--- src/core/urxf_consts.vh ---
// Shared constants for the receive endpoint flow logic
`ifndef URXF_CONSTS_VH
`define URXF_CONSTS_VH

// ****************************************
// Status flag positions
// ****************************************
`define URXF_NFLAGS 7
`define URXF_F_ERR 0
`define URXF_F_ACK 1
`define URXF_F_VOID 2
`define URXF_F_SETUP 3
`define URXF_F_OVF 4
`define URXF_F_URF 5
`define URXF_F_OVWEND 6
`define URXF_FLAGS_RST 7'h00

// ****************************************
// Handshake codes
// ****************************************
`define URXF_HS_ACK 2'h0
`define URXF_HS_NAK 2'h1
`define URXF_HS_STALL 2'h2

// ****************************************
// Fill state operations and values
// ****************************************
`define URXF_FOP_NONE 2'h0
`define URXF_FOP_INC 2'h1
`define URXF_FOP_SETRST 2'h2
`define URXF_FOP_CLEAR 2'h3
`define URXF_FILL_EMPTY 2'h0
`define URXF_FILL_ONE 2'h1
`define URXF_FILL_FULL 2'h3

`endif

--- src/core/urxf_flag.v ---
// One sticky status flag: hardware load wins over firmware clear
module urxf_flag (
   // Clock and reset
   input wire clk,
   input wire rst_n,
   // Hardware load
   input wire hw_we,
   input wire hw_val,
   // Firmware clear
   input wire fw_clr,
   // Flag
   output reg flag_q
);

   reg flag_d;

   always @* begin
      flag_d = flag_q;
      if (hw_we) begin
         flag_d = hw_val;
      end else if (fw_clr) begin
         flag_d = 1'b0;
      end
   end

   always @(posedge clk or negedge rst_n) begin
      if (!rst_n) begin
         flag_q <= 1'b0;
      end else begin
         flag_q <= flag_d;
      end
   end

endmodule // urxf_flag

--- src/core/urxf_fill.v ---
// Packet fill state of the two receive buffers
`include "urxf_consts.vh"

module urxf_fill (
   // Clock and reset
   input wire clk,
   input wire rst_n,
   // Mode
   input wire single_mode,
   // Bus side operation
   input wire op_valid,
   input wire [1:0] op,
   // Firmware read complete
   input wire dec,
   // Fill state
   output wire [1:0] fill_state
);

   reg [1:0] valid_q;
   reg [1:0] valid_d;
   reg wr_q;
   reg wr_d;
   reg rd_q;
   reg rd_d;

   assign fill_state = valid_q;

   always @* begin
      valid_d = valid_q;
      wr_d = wr_q;
      rd_d = rd_q;
      // Firmware step down acts immediately
      if (dec && (valid_d != `URXF_FILL_EMPTY)) begin
         if (single_mode) begin
            valid_d = `URXF_FILL_EMPTY;
         end else begin
            valid_d[rd_d] = 1'b0;
            rd_d = ~rd_d;
         end
      end
      if (op_valid) begin
         case (op)
            `URXF_FOP_INC: begin
               if (single_mode) begin
                  valid_d[0] = 1'b1;
               end else begin
                  valid_d[wr_d] = 1'b1;
                  wr_d = ~wr_d;
               end
            end
            `URXF_FOP_SETRST: begin
               valid_d = `URXF_FILL_ONE;
               wr_d = ~single_mode;
               rd_d = 1'b0;
            end
            `URXF_FOP_CLEAR: begin
               valid_d = `URXF_FILL_EMPTY;
               wr_d = 1'b0;
               rd_d = 1'b0;
            end
            default: begin
               valid_d = valid_d;
            end
         endcase
      end
   end

   always @(posedge clk or negedge rst_n) begin
      if (!rst_n) begin
         valid_q <= `URXF_FILL_EMPTY;
         wr_q <= 1'b0;
         rd_q <= 1'b0;
      end else begin
         valid_q <= valid_d;
         wr_q <= wr_d;
         rd_q <= rd_d;
      end
   end

endmodule // urxf_fill

--- src/core/urxf_flow.v ---
// Receive endpoint flow control: token decisions, handshakes and status flags
`include "urxf_consts.vh"

module urxf_flow (
   // Clock and reset
   input wire clk,
   input wire rst_n,
   // Configuration
   input wire rcv_endpoint_enable,
   input wire auto_rcv_manage,
   input wire single_packet_select,
   input wire rcv_input_enable,
   input wire rcv_stall,
   input wire ctrl_endpoint,
   // Serial engine events
   input wire out_token,
   input wire setup_token,
   input wire data_good,
   input wire data_crc_err,
   input wire data_timeout,
   input wire fifo_overrun,
   input wire toggle_mismatch,
   input wire hs_done,
   // Handshake request
   output reg hs_valid_q,
   output reg [1:0] hs_code_q,
   // Byte FIFO pointer control
   output reg wr_advance_q,
   output reg wr_rewind_q,
   output reg fifo_reset_q,
   // CPU side
   input wire cpu_read_underrun,
   input wire rcv_read_complete,
   input wire [6:0] flag_clear,
   // Status
   output wire rcv_error_flag,
   output wire rcv_acked_flag,
   output wire rcv_void_flag,
   output wire setup_received_flag,
   output wire rcv_overrun_flag,
   output wire rcv_underrun_flag,
   output wire setup_overwrite_end,
   output reg setup_overwrite_start_q,
   output wire [1:0] rcv_fill_state,
   output reg rcv_irq_q
);

   // ****************************************
   // States
   // ****************************************
   localparam ST_IDLE = 4'h1;
   localparam ST_DATA = 4'h2;
   localparam ST_HAND = 4'h4;
   localparam ST_COMMIT = 4'h8;

   reg [3:0] st_q;
   reg [3:0] st_d;
   reg setup_q;
   reg nak_q;
   reg stall_q;
   reg [6:0] pend_we_q;
   reg [6:0] pend_val_q;
   reg [1:0] pend_fop_q;
   reg pend_irq_q;

   reg [6:0] nx_we;
   reg [6:0] nx_val;
   reg [1:0] nx_fop;
   reg nx_irq;
   reg nx_hs;
   reg [1:0] nx_code;
   reg nx_rew;
   reg nx_adv;

   wire [6:0] flags;
   wire [6:0] hw_we;
   wire [6:0] hw_val;
   wire active;
   wire fifo_err;
   wire fill_full;
   wire end_evt;
   wire take_token;
   wire commit;

   assign rcv_error_flag = flags[`URXF_F_ERR];
   assign rcv_acked_flag = flags[`URXF_F_ACK];
   assign rcv_void_flag = flags[`URXF_F_VOID];
   assign setup_received_flag = flags[`URXF_F_SETUP];
   assign rcv_overrun_flag = flags[`URXF_F_OVF];
   assign rcv_underrun_flag = flags[`URXF_F_URF];
   assign setup_overwrite_end = flags[`URXF_F_OVWEND];

   // ****************************************
   // Token acceptance
   // ****************************************
   assign active = rcv_endpoint_enable & auto_rcv_manage;
   assign fifo_err = rcv_overrun_flag | rcv_underrun_flag;
   assign fill_full = single_packet_select ? (rcv_fill_state != `URXF_FILL_EMPTY) :
                      (rcv_fill_state == `URXF_FILL_FULL);
   assign take_token = active & (st_q == ST_IDLE) & (out_token | setup_token);
   assign end_evt = data_good | data_crc_err | data_timeout | fifo_overrun;
   assign commit = (st_q == ST_COMMIT) | ((st_q == ST_HAND) & hs_done);

   always @(posedge clk or negedge rst_n) begin
      if (!rst_n) begin
         setup_q <= 1'b0;
         nak_q <= 1'b0;
         stall_q <= 1'b0;
      end else if (take_token) begin
         // SETUP ignores input enable, stall and FIFO errors
         setup_q <= setup_token;
         nak_q <= ~setup_token & (fifo_err | (~rcv_stall & (~rcv_input_enable | fill_full)));
         stall_q <= ~setup_token & ~fifo_err & rcv_stall;
      end
   end

   // ****************************************
   // Transaction outcome
   // ****************************************
   always @* begin
      nx_we = 7'h00;
      nx_val = 7'h00;
      nx_fop = `URXF_FOP_NONE;
      nx_irq = 1'b0;
      nx_hs = 1'b0;
      nx_code = `URXF_HS_ACK;
      nx_rew = 1'b0;
      nx_adv = 1'b0;
      if (setup_q) begin
         nx_irq = 1'b1;
         nx_we[`URXF_F_ERR] = 1'b1;
         nx_we[`URXF_F_ACK] = 1'b1;
         nx_we[`URXF_F_VOID] = 1'b1;
         nx_we[`URXF_F_OVF] = 1'b1;
         nx_we[`URXF_F_URF] = 1'b1;
         nx_we[`URXF_F_SETUP] = ctrl_endpoint;
         if (fifo_overrun) begin
            nx_val[`URXF_F_ERR] = 1'b1;
            nx_val[`URXF_F_SETUP] = 1'b1;
            nx_val[`URXF_F_OVF] = 1'b1;
            nx_fop = `URXF_FOP_CLEAR;
            nx_rew = 1'b1;
         end else if (data_crc_err) begin
            nx_val[`URXF_F_ERR] = 1'b1;
            nx_val[`URXF_F_SETUP] = 1'b1;
            nx_fop = `URXF_FOP_CLEAR;
            nx_rew = 1'b1;
         end else if (data_timeout) begin
            nx_val[`URXF_F_ERR] = 1'b1;
            nx_rew = 1'b1;
         end else begin
            nx_val[`URXF_F_ACK] = 1'b1;
            nx_val[`URXF_F_SETUP] = 1'b1;
            nx_fop = `URXF_FOP_SETRST;
            nx_hs = 1'b1;
            nx_adv = 1'b1;
         end
      end else if (nak_q) begin
         // Void transaction: data ignored, only the void flag moves
         nx_we[`URXF_F_VOID] = 1'b1;
         nx_val[`URXF_F_VOID] = 1'b1;
         nx_hs = ~data_timeout;
         nx_code = `URXF_HS_NAK;
         nx_rew = 1'b1;
      end else if (stall_q) begin
         nx_hs = ~data_timeout;
         nx_code = `URXF_HS_STALL;
         nx_rew = 1'b1;
      end else if (fifo_overrun) begin
         nx_irq = 1'b1;
         nx_we[`URXF_F_ERR] = 1'b1;
         nx_we[`URXF_F_ACK] = 1'b1;
         nx_we[`URXF_F_VOID] = 1'b1;
         nx_we[`URXF_F_SETUP] = 1'b1;
         nx_we[`URXF_F_OVF] = 1'b1;
         nx_val[`URXF_F_ERR] = 1'b1;
         nx_val[`URXF_F_OVF] = 1'b1;
         nx_rew = 1'b1;
      end else if (data_crc_err) begin
         nx_irq = 1'b1;
         nx_we[`URXF_F_ERR] = 1'b1;
         nx_we[`URXF_F_ACK] = 1'b1;
         nx_we[`URXF_F_VOID] = 1'b1;
         nx_we[`URXF_F_SETUP] = 1'b1;
         nx_val[`URXF_F_ERR] = 1'b1;
         nx_rew = 1'b1;
      end else if (data_timeout) begin
         nx_we[`URXF_F_VOID] = 1'b1;
         nx_val[`URXF_F_VOID] = 1'b1;
         nx_rew = 1'b1;
      end else if (toggle_mismatch) begin
         // Repeated packet: acknowledge again, drop the data
         nx_hs = 1'b1;
         nx_rew = 1'b1;
      end else begin
         nx_irq = 1'b1;
         nx_we[`URXF_F_ERR] = 1'b1;
         nx_we[`URXF_F_ACK] = 1'b1;
         nx_we[`URXF_F_VOID] = 1'b1;
         nx_we[`URXF_F_SETUP] = 1'b1;
         nx_val[`URXF_F_ACK] = 1'b1;
         nx_fop = `URXF_FOP_INC;
         nx_hs = 1'b1;
         nx_adv = 1'b1;
      end
   end

   // ****************************************
   // Sequencer
   // ****************************************
   always @* begin
      st_d = st_q;
      case (st_q)
         ST_IDLE: begin
            if (take_token) begin
               st_d = ST_DATA;
            end
         end
         ST_DATA: begin
            if (end_evt) begin
               st_d = nx_hs ? ST_HAND : ST_COMMIT;
            end
         end
         ST_HAND: begin
            if (hs_done) begin
               st_d = ST_IDLE;
            end
         end
         ST_COMMIT: begin
            st_d = ST_IDLE;
         end
         default: begin
            st_d = ST_IDLE;
         end
      endcase
   end

   always @(posedge clk or negedge rst_n) begin
      if (!rst_n) begin
         st_q <= ST_IDLE;
      end else begin
         st_q <= st_d;
      end
   end

   // Outcome held until the handshake phase ends, or until ST_COMMIT when no handshake is sent
   always @(posedge clk or negedge rst_n) begin
      if (!rst_n) begin
         pend_we_q <= 7'h00;
         pend_val_q <= 7'h00;
         pend_fop_q <= `URXF_FOP_NONE;
         pend_irq_q <= 1'b0;
      end else if ((st_q == ST_DATA) && end_evt) begin
         pend_we_q <= nx_we;
         pend_val_q <= nx_val;
         pend_fop_q <= nx_fop;
         pend_irq_q <= nx_irq;
      end
   end

   // ****************************************
   // Handshake and pointer strobes
   // ****************************************
   always @(posedge clk or negedge rst_n) begin
      if (!rst_n) begin
         hs_valid_q <= 1'b0;
         hs_code_q <= `URXF_HS_ACK;
         wr_advance_q <= 1'b0;
         wr_rewind_q <= 1'b0;
         fifo_reset_q <= 1'b0;
         rcv_irq_q <= 1'b0;
      end else begin
         hs_valid_q <= (st_q == ST_DATA) & end_evt & nx_hs;
         if ((st_q == ST_DATA) && end_evt) begin
            hs_code_q <= nx_code;
         end
         wr_advance_q <= (st_q == ST_DATA) & end_evt & nx_adv;
         wr_rewind_q <= (st_q == ST_DATA) & end_evt & nx_rew;
         fifo_reset_q <= take_token & setup_token;
         rcv_irq_q <= commit & pend_irq_q;
      end
   end

   always @(posedge clk or negedge rst_n) begin
      if (!rst_n) begin
         setup_overwrite_start_q <= 1'b0;
      end else if (take_token && setup_token) begin
         setup_overwrite_start_q <= 1'b1;
      end else if (((st_q == ST_DATA) && end_evt && nx_hs) || commit) begin
         setup_overwrite_start_q <= 1'b0;
      end
   end

   // ****************************************
   // Status flags
   // ****************************************
   genvar gi;
   generate
      for (gi = 0; gi < `URXF_NFLAGS; gi = gi + 1) begin : g_flag
         if (gi == `URXF_F_URF) begin : g_urf
            // Underrun comes from the CPU side and sets at once
            assign hw_we[gi] = cpu_read_underrun | (commit & pend_we_q[gi]);
            assign hw_val[gi] = cpu_read_underrun | pend_val_q[gi];
         end else if (gi == `URXF_F_OVWEND) begin : g_ovw
            assign hw_we[gi] = (st_q == ST_DATA) & end_evt & nx_hs & setup_q;
            assign hw_val[gi] = 1'b1;
         end else begin : g_bus
            assign hw_we[gi] = commit & pend_we_q[gi];
            assign hw_val[gi] = pend_val_q[gi];
         end
         urxf_flag u_flag (
            .clk(clk),
            .rst_n(rst_n),
            .hw_we(hw_we[gi]),
            .hw_val(hw_val[gi]),
            .fw_clr(flag_clear[gi]),
            .flag_q(flags[gi])
         );
      end
   endgenerate

   // ****************************************
   // Fill state
   // ****************************************
   urxf_fill u_fill (
      .clk(clk),
      .rst_n(rst_n),
      .single_mode(single_packet_select),
      .op_valid(commit),
      .op(pend_fop_q),
      .dec(rcv_read_complete),
      .fill_state(rcv_fill_state)
   );

endmodule // urxf_flow

--- config.mk ---
export PLATFORM = sky130hd
export DESIGN_NAME = urxf_flow
export DESIGN_NICKNAME = d
export VERILOG_FILES = /design/src/core/urxf_flag.v /design/src/core/urxf_fill.v /design/src/core/urxf_flow.v
export VERILOG_INCLUDE_DIRS = /design/src /design/src/core
export SDC_FILE = /design/constraint.sdc
export NUM_CORES = 1
export LEC_CHECK = 0
export ABC_CLOCK_PERIOD_IN_PS = 2000
export BUFFER_PORTS_ARGS = -buffer_cell sky130_fd_sc_hd__buf_2
export CAP_MARGIN = 10
export CORE_UTILIZATION = 46
export CTS_BUF_LIST = sky130_fd_sc_hd__clkbuf_8
export DETAILED_ROUTE_END_ITERATION = 6
export PLACE_DENSITY = 0.7
export SYNTH_ARGS = -nofsm -noshare
export SYNTH_HDL_FRONTEND = slang
export SYNTH_SLANG_ARGS = --single-unit
--- constraint.sdc ---
create_clock -name clk -period 2 [get_ports clk]
set_input_delay 0.2 -clock clk [delete_from_list [all_inputs] [get_ports clk]]
set_output_delay 0.2 -clock clk [all_outputs]
set_load 0.02 [all_outputs]
=== After elaboration in Yosys (flattened, before gate mapping) ===
Index checks and enable logic that the tools add are counted.
W data, S select, Z words.

* Eq/ne operators: 12
* Mux-type cells: 107
* Reduce and logical (&&, ||, !) cells: 20
* Bitwise gates (word level): 41
* Order comparisons: 4

{| class="wikitable"
|+ Operators by type and width
! kind !! count
|-
| $mux W1 || 75
|-
| $mux W2 || 17
|-
| $mux W4 || 7
|-
| $and A1 B1 Y1 || 21
|-
| $reduce_bool A2 Y1 || 9
|-
| $pmux W4 S3 || 1
|-
| $mux W5 || 2
|-
| $or A1 B1 Y1 || 9
|-
| $ne A2 B2 Y1 const B || 4
|-
| $not A1 Y1 || 8
|-
| $eq A2 B2 Y1 const B || 3
|-
| $logic_and A1 B1 Y1 || 6
|-
| $pmux W2 S3 || 1
|-
| $reduce_and A3 Y1 || 2
|-
| $eq A4 B1 Y1 const B || 1
|-
| $eq A4 B2 Y1 const B || 1
|-
| $eq A4 B3 Y1 const B || 1
|-
| $eq A4 B4 Y1 const B || 1
|-
| $lt A1 B2 Y1 const B || 2
|-
| $mux W3 || 1
|-
| $pmux W1 S3 || 1
|-
| $reduce_bool A3 Y1 || 1
|-
| $and A2 B2 Y2 || 1
|-
| $demux W1 S1 || 2
|-
| 6 further kinds || 7
|}

* Logic and storage cells: 209
* Flip-flop bits (word level): 40
* Output and inout bits: 17

=== Depth between registers and ports, before layout ===
* Word-level depth: 12
* Gate-level depth with buffers: 6

=== Modules after synthesis ===
From an unflattened synthesis, not the netlist that was laid out.

* Cell total of the unflattened synthesis: 172
* Area, all modules: 1760.4 um^2

{| class="wikitable"
|+ By module, submodules not included
! module !! cells each !! times used !! area an instance (um^2) !! seq. area each (um^2)
|-
| urxf_flow || 127 || 1 || 1276.2 || 676.9
|-
| urxf_flag || 3 || 7 || 37.5 || 25.0
|-
| urxf_fill || 24 || 1 || 221.5 || 100.1
|}

=== Worst setup path after synthesis ===
Ideal clock, no wire load.

* Path kind: reg2reg
* Start point: reg st_q[0]
* End point: reg setup_q
* Setup time: 125 ps
* Cell stages (with the launch flop): 5
* Slack: 238 ps
* Buffers on the path: 0
* Clock period less this slack: 1762 ps
* Data arrival time: 1638 ps
* Required time: 1875 ps
* Path through: dfstp_2 and4b_1 o21ai_0 nor3_1 mux2_2

* Cells in the longest elaborated chain, start to end: 3

{| class="wikitable"
|+ RTL lines
! item !! line !! RTL
|-
| start, declared || urxf_flow.v:56 || <nowiki>reg [3:0] st_q;</nowiki>
|-
| start signal, assigned || urxf_flow.v:242 || <nowiki>st_q <= st_d;</nowiki>
|-
| $eq A4 B1 Y1 || urxf_flow.v:100 || <nowiki>assign take_token = active & (st_q == ST_IDLE) & (out_token | setup_token);</nowiki>
|-
| $and A1 B1 Y1 (2 in a row) || urxf_flow.v:100 ||
|-
| end signal, assigned || urxf_flow.v:111 || <nowiki>setup_q <= setup_token;</nowiki>
|-
| end, declared || urxf_flow.v:58 || <nowiki>reg setup_q;</nowiki>
|}

No other way between the ends.
A chain may end at the register's enable or synchronous reset.

=== Worst setup path after layout ===
* Start point: reg st_q[2]
* End point: reg pend_val_q[2]

* Cells in the longest elaborated chain, start to end: 2

{| class="wikitable"
|+ RTL lines
! item !! line !! RTL
|-
| $eq A4 B2 Y1 || urxf_flow.v:253 || <nowiki>end else if ((st_q == ST_DATA) && end_evt) begin</nowiki>
|-
| $logic_and A1 B1 Y1 || urxf_flow.v:253 ||
|-
| end signal, assigned || urxf_flow.v:255 || <nowiki>pend_val_q <= nx_val;</nowiki>
|-
| end, declared || urxf_flow.v:62 || <nowiki>reg [6:0] pend_val_q;</nowiki>
|}

No other way between the ends.

==> impl_metrics.py <==
metrics = {
    "critical_path": {
        "timing.rr.start": "st_q[2]",
        "worst_ep_required_time_ns": 2.19,
        "critical_path.startpoint_type": "flip-flop",
        "slowest_stage": "or4b_1",
        "r2r_cells": 3,
        "critPathArrivalTime_ns": 2.08,
        "critPathTopFamily": "compound AO/OA/AOI/OAI gates",
        "r2r-end": "pend_val_q[2]",
        "cp-end-kind": "flip-flop",
        "cp_max_fo": 15,
        "worstSetupPathType": "reg2reg",
        "rrSetupSlack_ns": 0.10,
        "max_stage_delay_ns": 0.67,
        "path_buf_inv": 0,
        "worstPathCellList": "or4b_1 -> a21o_1 -> o31ai_1",
    },
    "die": {
        "fp.dieArea_mm2": 0.00403,
        "die_w_um": 63.5,
        "rows": 21,
        "die_y_um": 63.5,
        "initial_core_util_pct": 50.1,
        "io_pins": 42,
        "core_area_mm2": 0.00347,
    },
    "timing": {
        "max_freq_mhz": 527,
        "rsz0062_at_grt": "false",
        "finalSetupViolations": 0,
        "worst_clock_skew_ns": 0.00365,
        "period_share_pct": 94.9,
        "report.final.hold_viol_count": 0,
        "final.min_clock_period_ns": 1.90,
        "finalSetupTns_ns": 0,
        "relSlewSlack_pct": 45.9,
        "tightest_slew_ns": 0.811,
        "slew_viol_final": 0,
    },
    "synthesis": {
        "syn_inst": 171,
        "synth_nets": 196,
        "muxShareOfSynthArea_pct": 3.17,
        "synth-edff-count": 0,
        "synth_ff_type": "dfrtp_1",
        "ys_warn_count": 0,
        "syn-cell-area_mm2": 0.00174,
        "synth_top_family_by_area": "compound AO/OA/AOI/OAI gates",
        "ys_ff_latch": 38,
        "synth-seq-area-share_pct": 54.7,
        "synth_xor_area_share_pct": 0.504,
        "avgSynthCellArea_um2": 10.2,
        "async_reset_ff_share_pct": 100,
        "synthAdderAreaFrac_pct": 0,
        "synth.distinct_cells": 43,
        "yosys.area_share.simple_pct": 16.9,
        "synth_compound_area_share_pct": 21.2,
    },
    "global_route": {
        "track_usage_pct": 20.5,
        "grt_pass1_wl_mm": 6.33,
        "antenna_found_initial": 0,
        "grt_max_degree": 39,
        "grt_pass1_vias": 1415,
        "grt.overflow.total": 0,
    },
    "power_and_ir_drop": {
        "ir_worst_vdd_uv": 541,
        "power.leakage_uw": 0.00104,
        "powerDensity_mw_per_mm2": 941,
    },
    "clock_network": {
        "cts.sinks": 38,
        "cts_hold_buf": 0,
        "cts_inserted_buffers": 5,
        "cts.clk_slew.worst_paths_ns": 0.07,
        "cts_root_buf": "clkbuf_8",
        "cts_tree": "yes",
        "post_cts_resize_count": 0,
        "cts_setup_buffers": 0,
        "cts_buffer_depth": 2,
        "worstSkewPairLatency_ns": 0.29,
        "htree_levels": 2,
    },
    "finish": {
        "fin_area_mm2": 0.00210,
        "nets": 245,
        "areaGrowthSynthToFinish_pct": 20.8,
        "diodes": 0,
        "layout-drive-gt1-share_pct": 31.4,
    },
    "worst_hold_path": {
        "hold_path.class": "in2async",
    },
    "flow_run": {
        "drv_cap": 0,
    },
    "run_status": {
        "status": "finished clean",
    },
    "drt": {
        "drt_iter0_markers": 59,
        "ant_nets": 0,
        "avgViaCountPerCell": 5.43,
        "firstDrtPassIters": 4,
        "finalWirelength_mm": 3.77,
        "remaining_drc_errors": 0,
        "avgRoutedWirePerCell_um": 14.2,
        "vias": 1445,
    },
    "placement": {
        "dpl.hpwl_mm": 2.72,
        "postPlaceCellArea_mm2": 0.00202,
        "place.gp.congestion": 0.881,
        "numPortBuffers": 41,
    },
}
## kinds of logic after synthesis
family / Yosys count
xor+xnor: 1
simple gates: 57
flops: 38
buf+inv: 15
compound gates: 55
mux: 5
## worst register-to-register path, delay by kind of cell (launching register included)
family           cells  cell delay [ns]
AO/OA/AOI/OAI        2             0.70
AND/OR/NAND/NOR      1             0.67
flip-flops           1             0.44
## how the worst max path moves through the flow
stage,slack [ns],endpoint,startpoint,cells after the start
after global placement,0.21,hs_code_q[1],st_q[2],3
after detailed placement,0.10,pend_val_q[2],st_q[2],3
after CTS,0.09,pend_val_q[2],st_q[2],3
final,0.10,pend_val_q[2],st_q[2],3
after global routing,0.03,u_fill.wr_q,st_q[2],5
after floorplan,0.24,setup_q,st_q[0],4
## cells in the final DEF, fill, tap and decap left out, drive strengths merged, types with 2 or more instances in the layout
cell type,n
a32oi,2
nand3b,2
nor3,6
o31ai,3
clkbuf,5
a21o,4
nand2,16
or2,2
nor2b,3
a31oi,4
nand3,3
o21a,2
nand2b,6
buf,47
mux2,4
dfrtp,37
inv,12
a31o,6
a21oi,15
o21ai,11
nor2,11
## synth_stat cells (2+ instances only)
library cell / instances / area [µm²]
a21o_1: 4 / 30.0
a21oi_1: 14 / 70.1
a31o_2: 6 / 52.6
a31oi_1: 4 / 25.0
a32oi_1: 2 / 17.5
buf_2: 3 / 15.0
dfrtp_1: 37 / 926
inv_1: 10 / 37.5
mux2_2: 4 / 45.0
nand2_1: 16 / 60.1
nand2b_1: 6 / 37.5
nand3_1: 3 / 15.0
nand3b_1: 2 / 15.0
nor2_1: 11 / 41.3
nor2b_1: 3 / 18.8
nor3_1: 6 / 30.0
o21a_1: 2 / 15.0
o21ai_0: 8 / 40.0
o21ai_1: 3 / 15.0
o31ai_1: 3 / 22.5
or2_2: 2 / 12.5
## state kept, by name (all words and copies together), names as in the netlist, 2 cells and up
signal                flops
pend_val_q                5
st_q                      4
pend_fop_q                2
hs_code_q                 2
g_flag.u_flag.flag_q      7
u_fill.fill_state         2
pend_we_q                 4
## area by class of cell
| class | instances | area, µm² |
|---|---|---|
| Clock buffer | 5 | 68.8 |
| Clock inverter | 2 | 7.51 |
| Fill cell | 319 | 1370 |
| Inverter | 10 | 37.5 |
| Multi-Input combinational cell | 118 | 727 |
| Sequential cell | 38 | 952 |
| Tap cell | 46 | 57.6 |
| Timing Repair Buffer | 47 | 250 |
## per-layer routing
| metal | wire [µm] | up-vias | GRT usage [%] |
|---|---|---|---|
| met4 | 47 | 0 | 8.81 |
| li1 | - | 711 | - |
| met2 | 1800 | 35 | 33.8 |
| met3 | 205 | 5 | 4.35 |
| met5 | 0 | - | 0 |
| met1 | 1710 | 694 | 25.9 |
## through the flow
stage	util [%]	instances	worst slack [ns]	power [µW]	hold slack (ns)
global placement	58.4	259	0.212	1490	0.332
global route	60.6	266	0.0320	2090	0.0835
CTS	60.6	266	0.0950	1990	0.0342
finish	60.6	266	0.102	1980	0.00464
floorplan	-	171	0.238	1340	-0.0956
detailed placement	58.4	259	0.104	1510	0.350
## report_power, final
| part | internal, µW | leakage, µW | switching, µW |
|---|---|---|---|
| logic | 192 | 0.000513 | 243 |
| clock network | 229 | 0.0000466 | 244 |
| registers | 929 | 0.000484 | 139 |
| total | 1350 | 0.00104 | 625 |
Power figures use the tool's default switching activity.
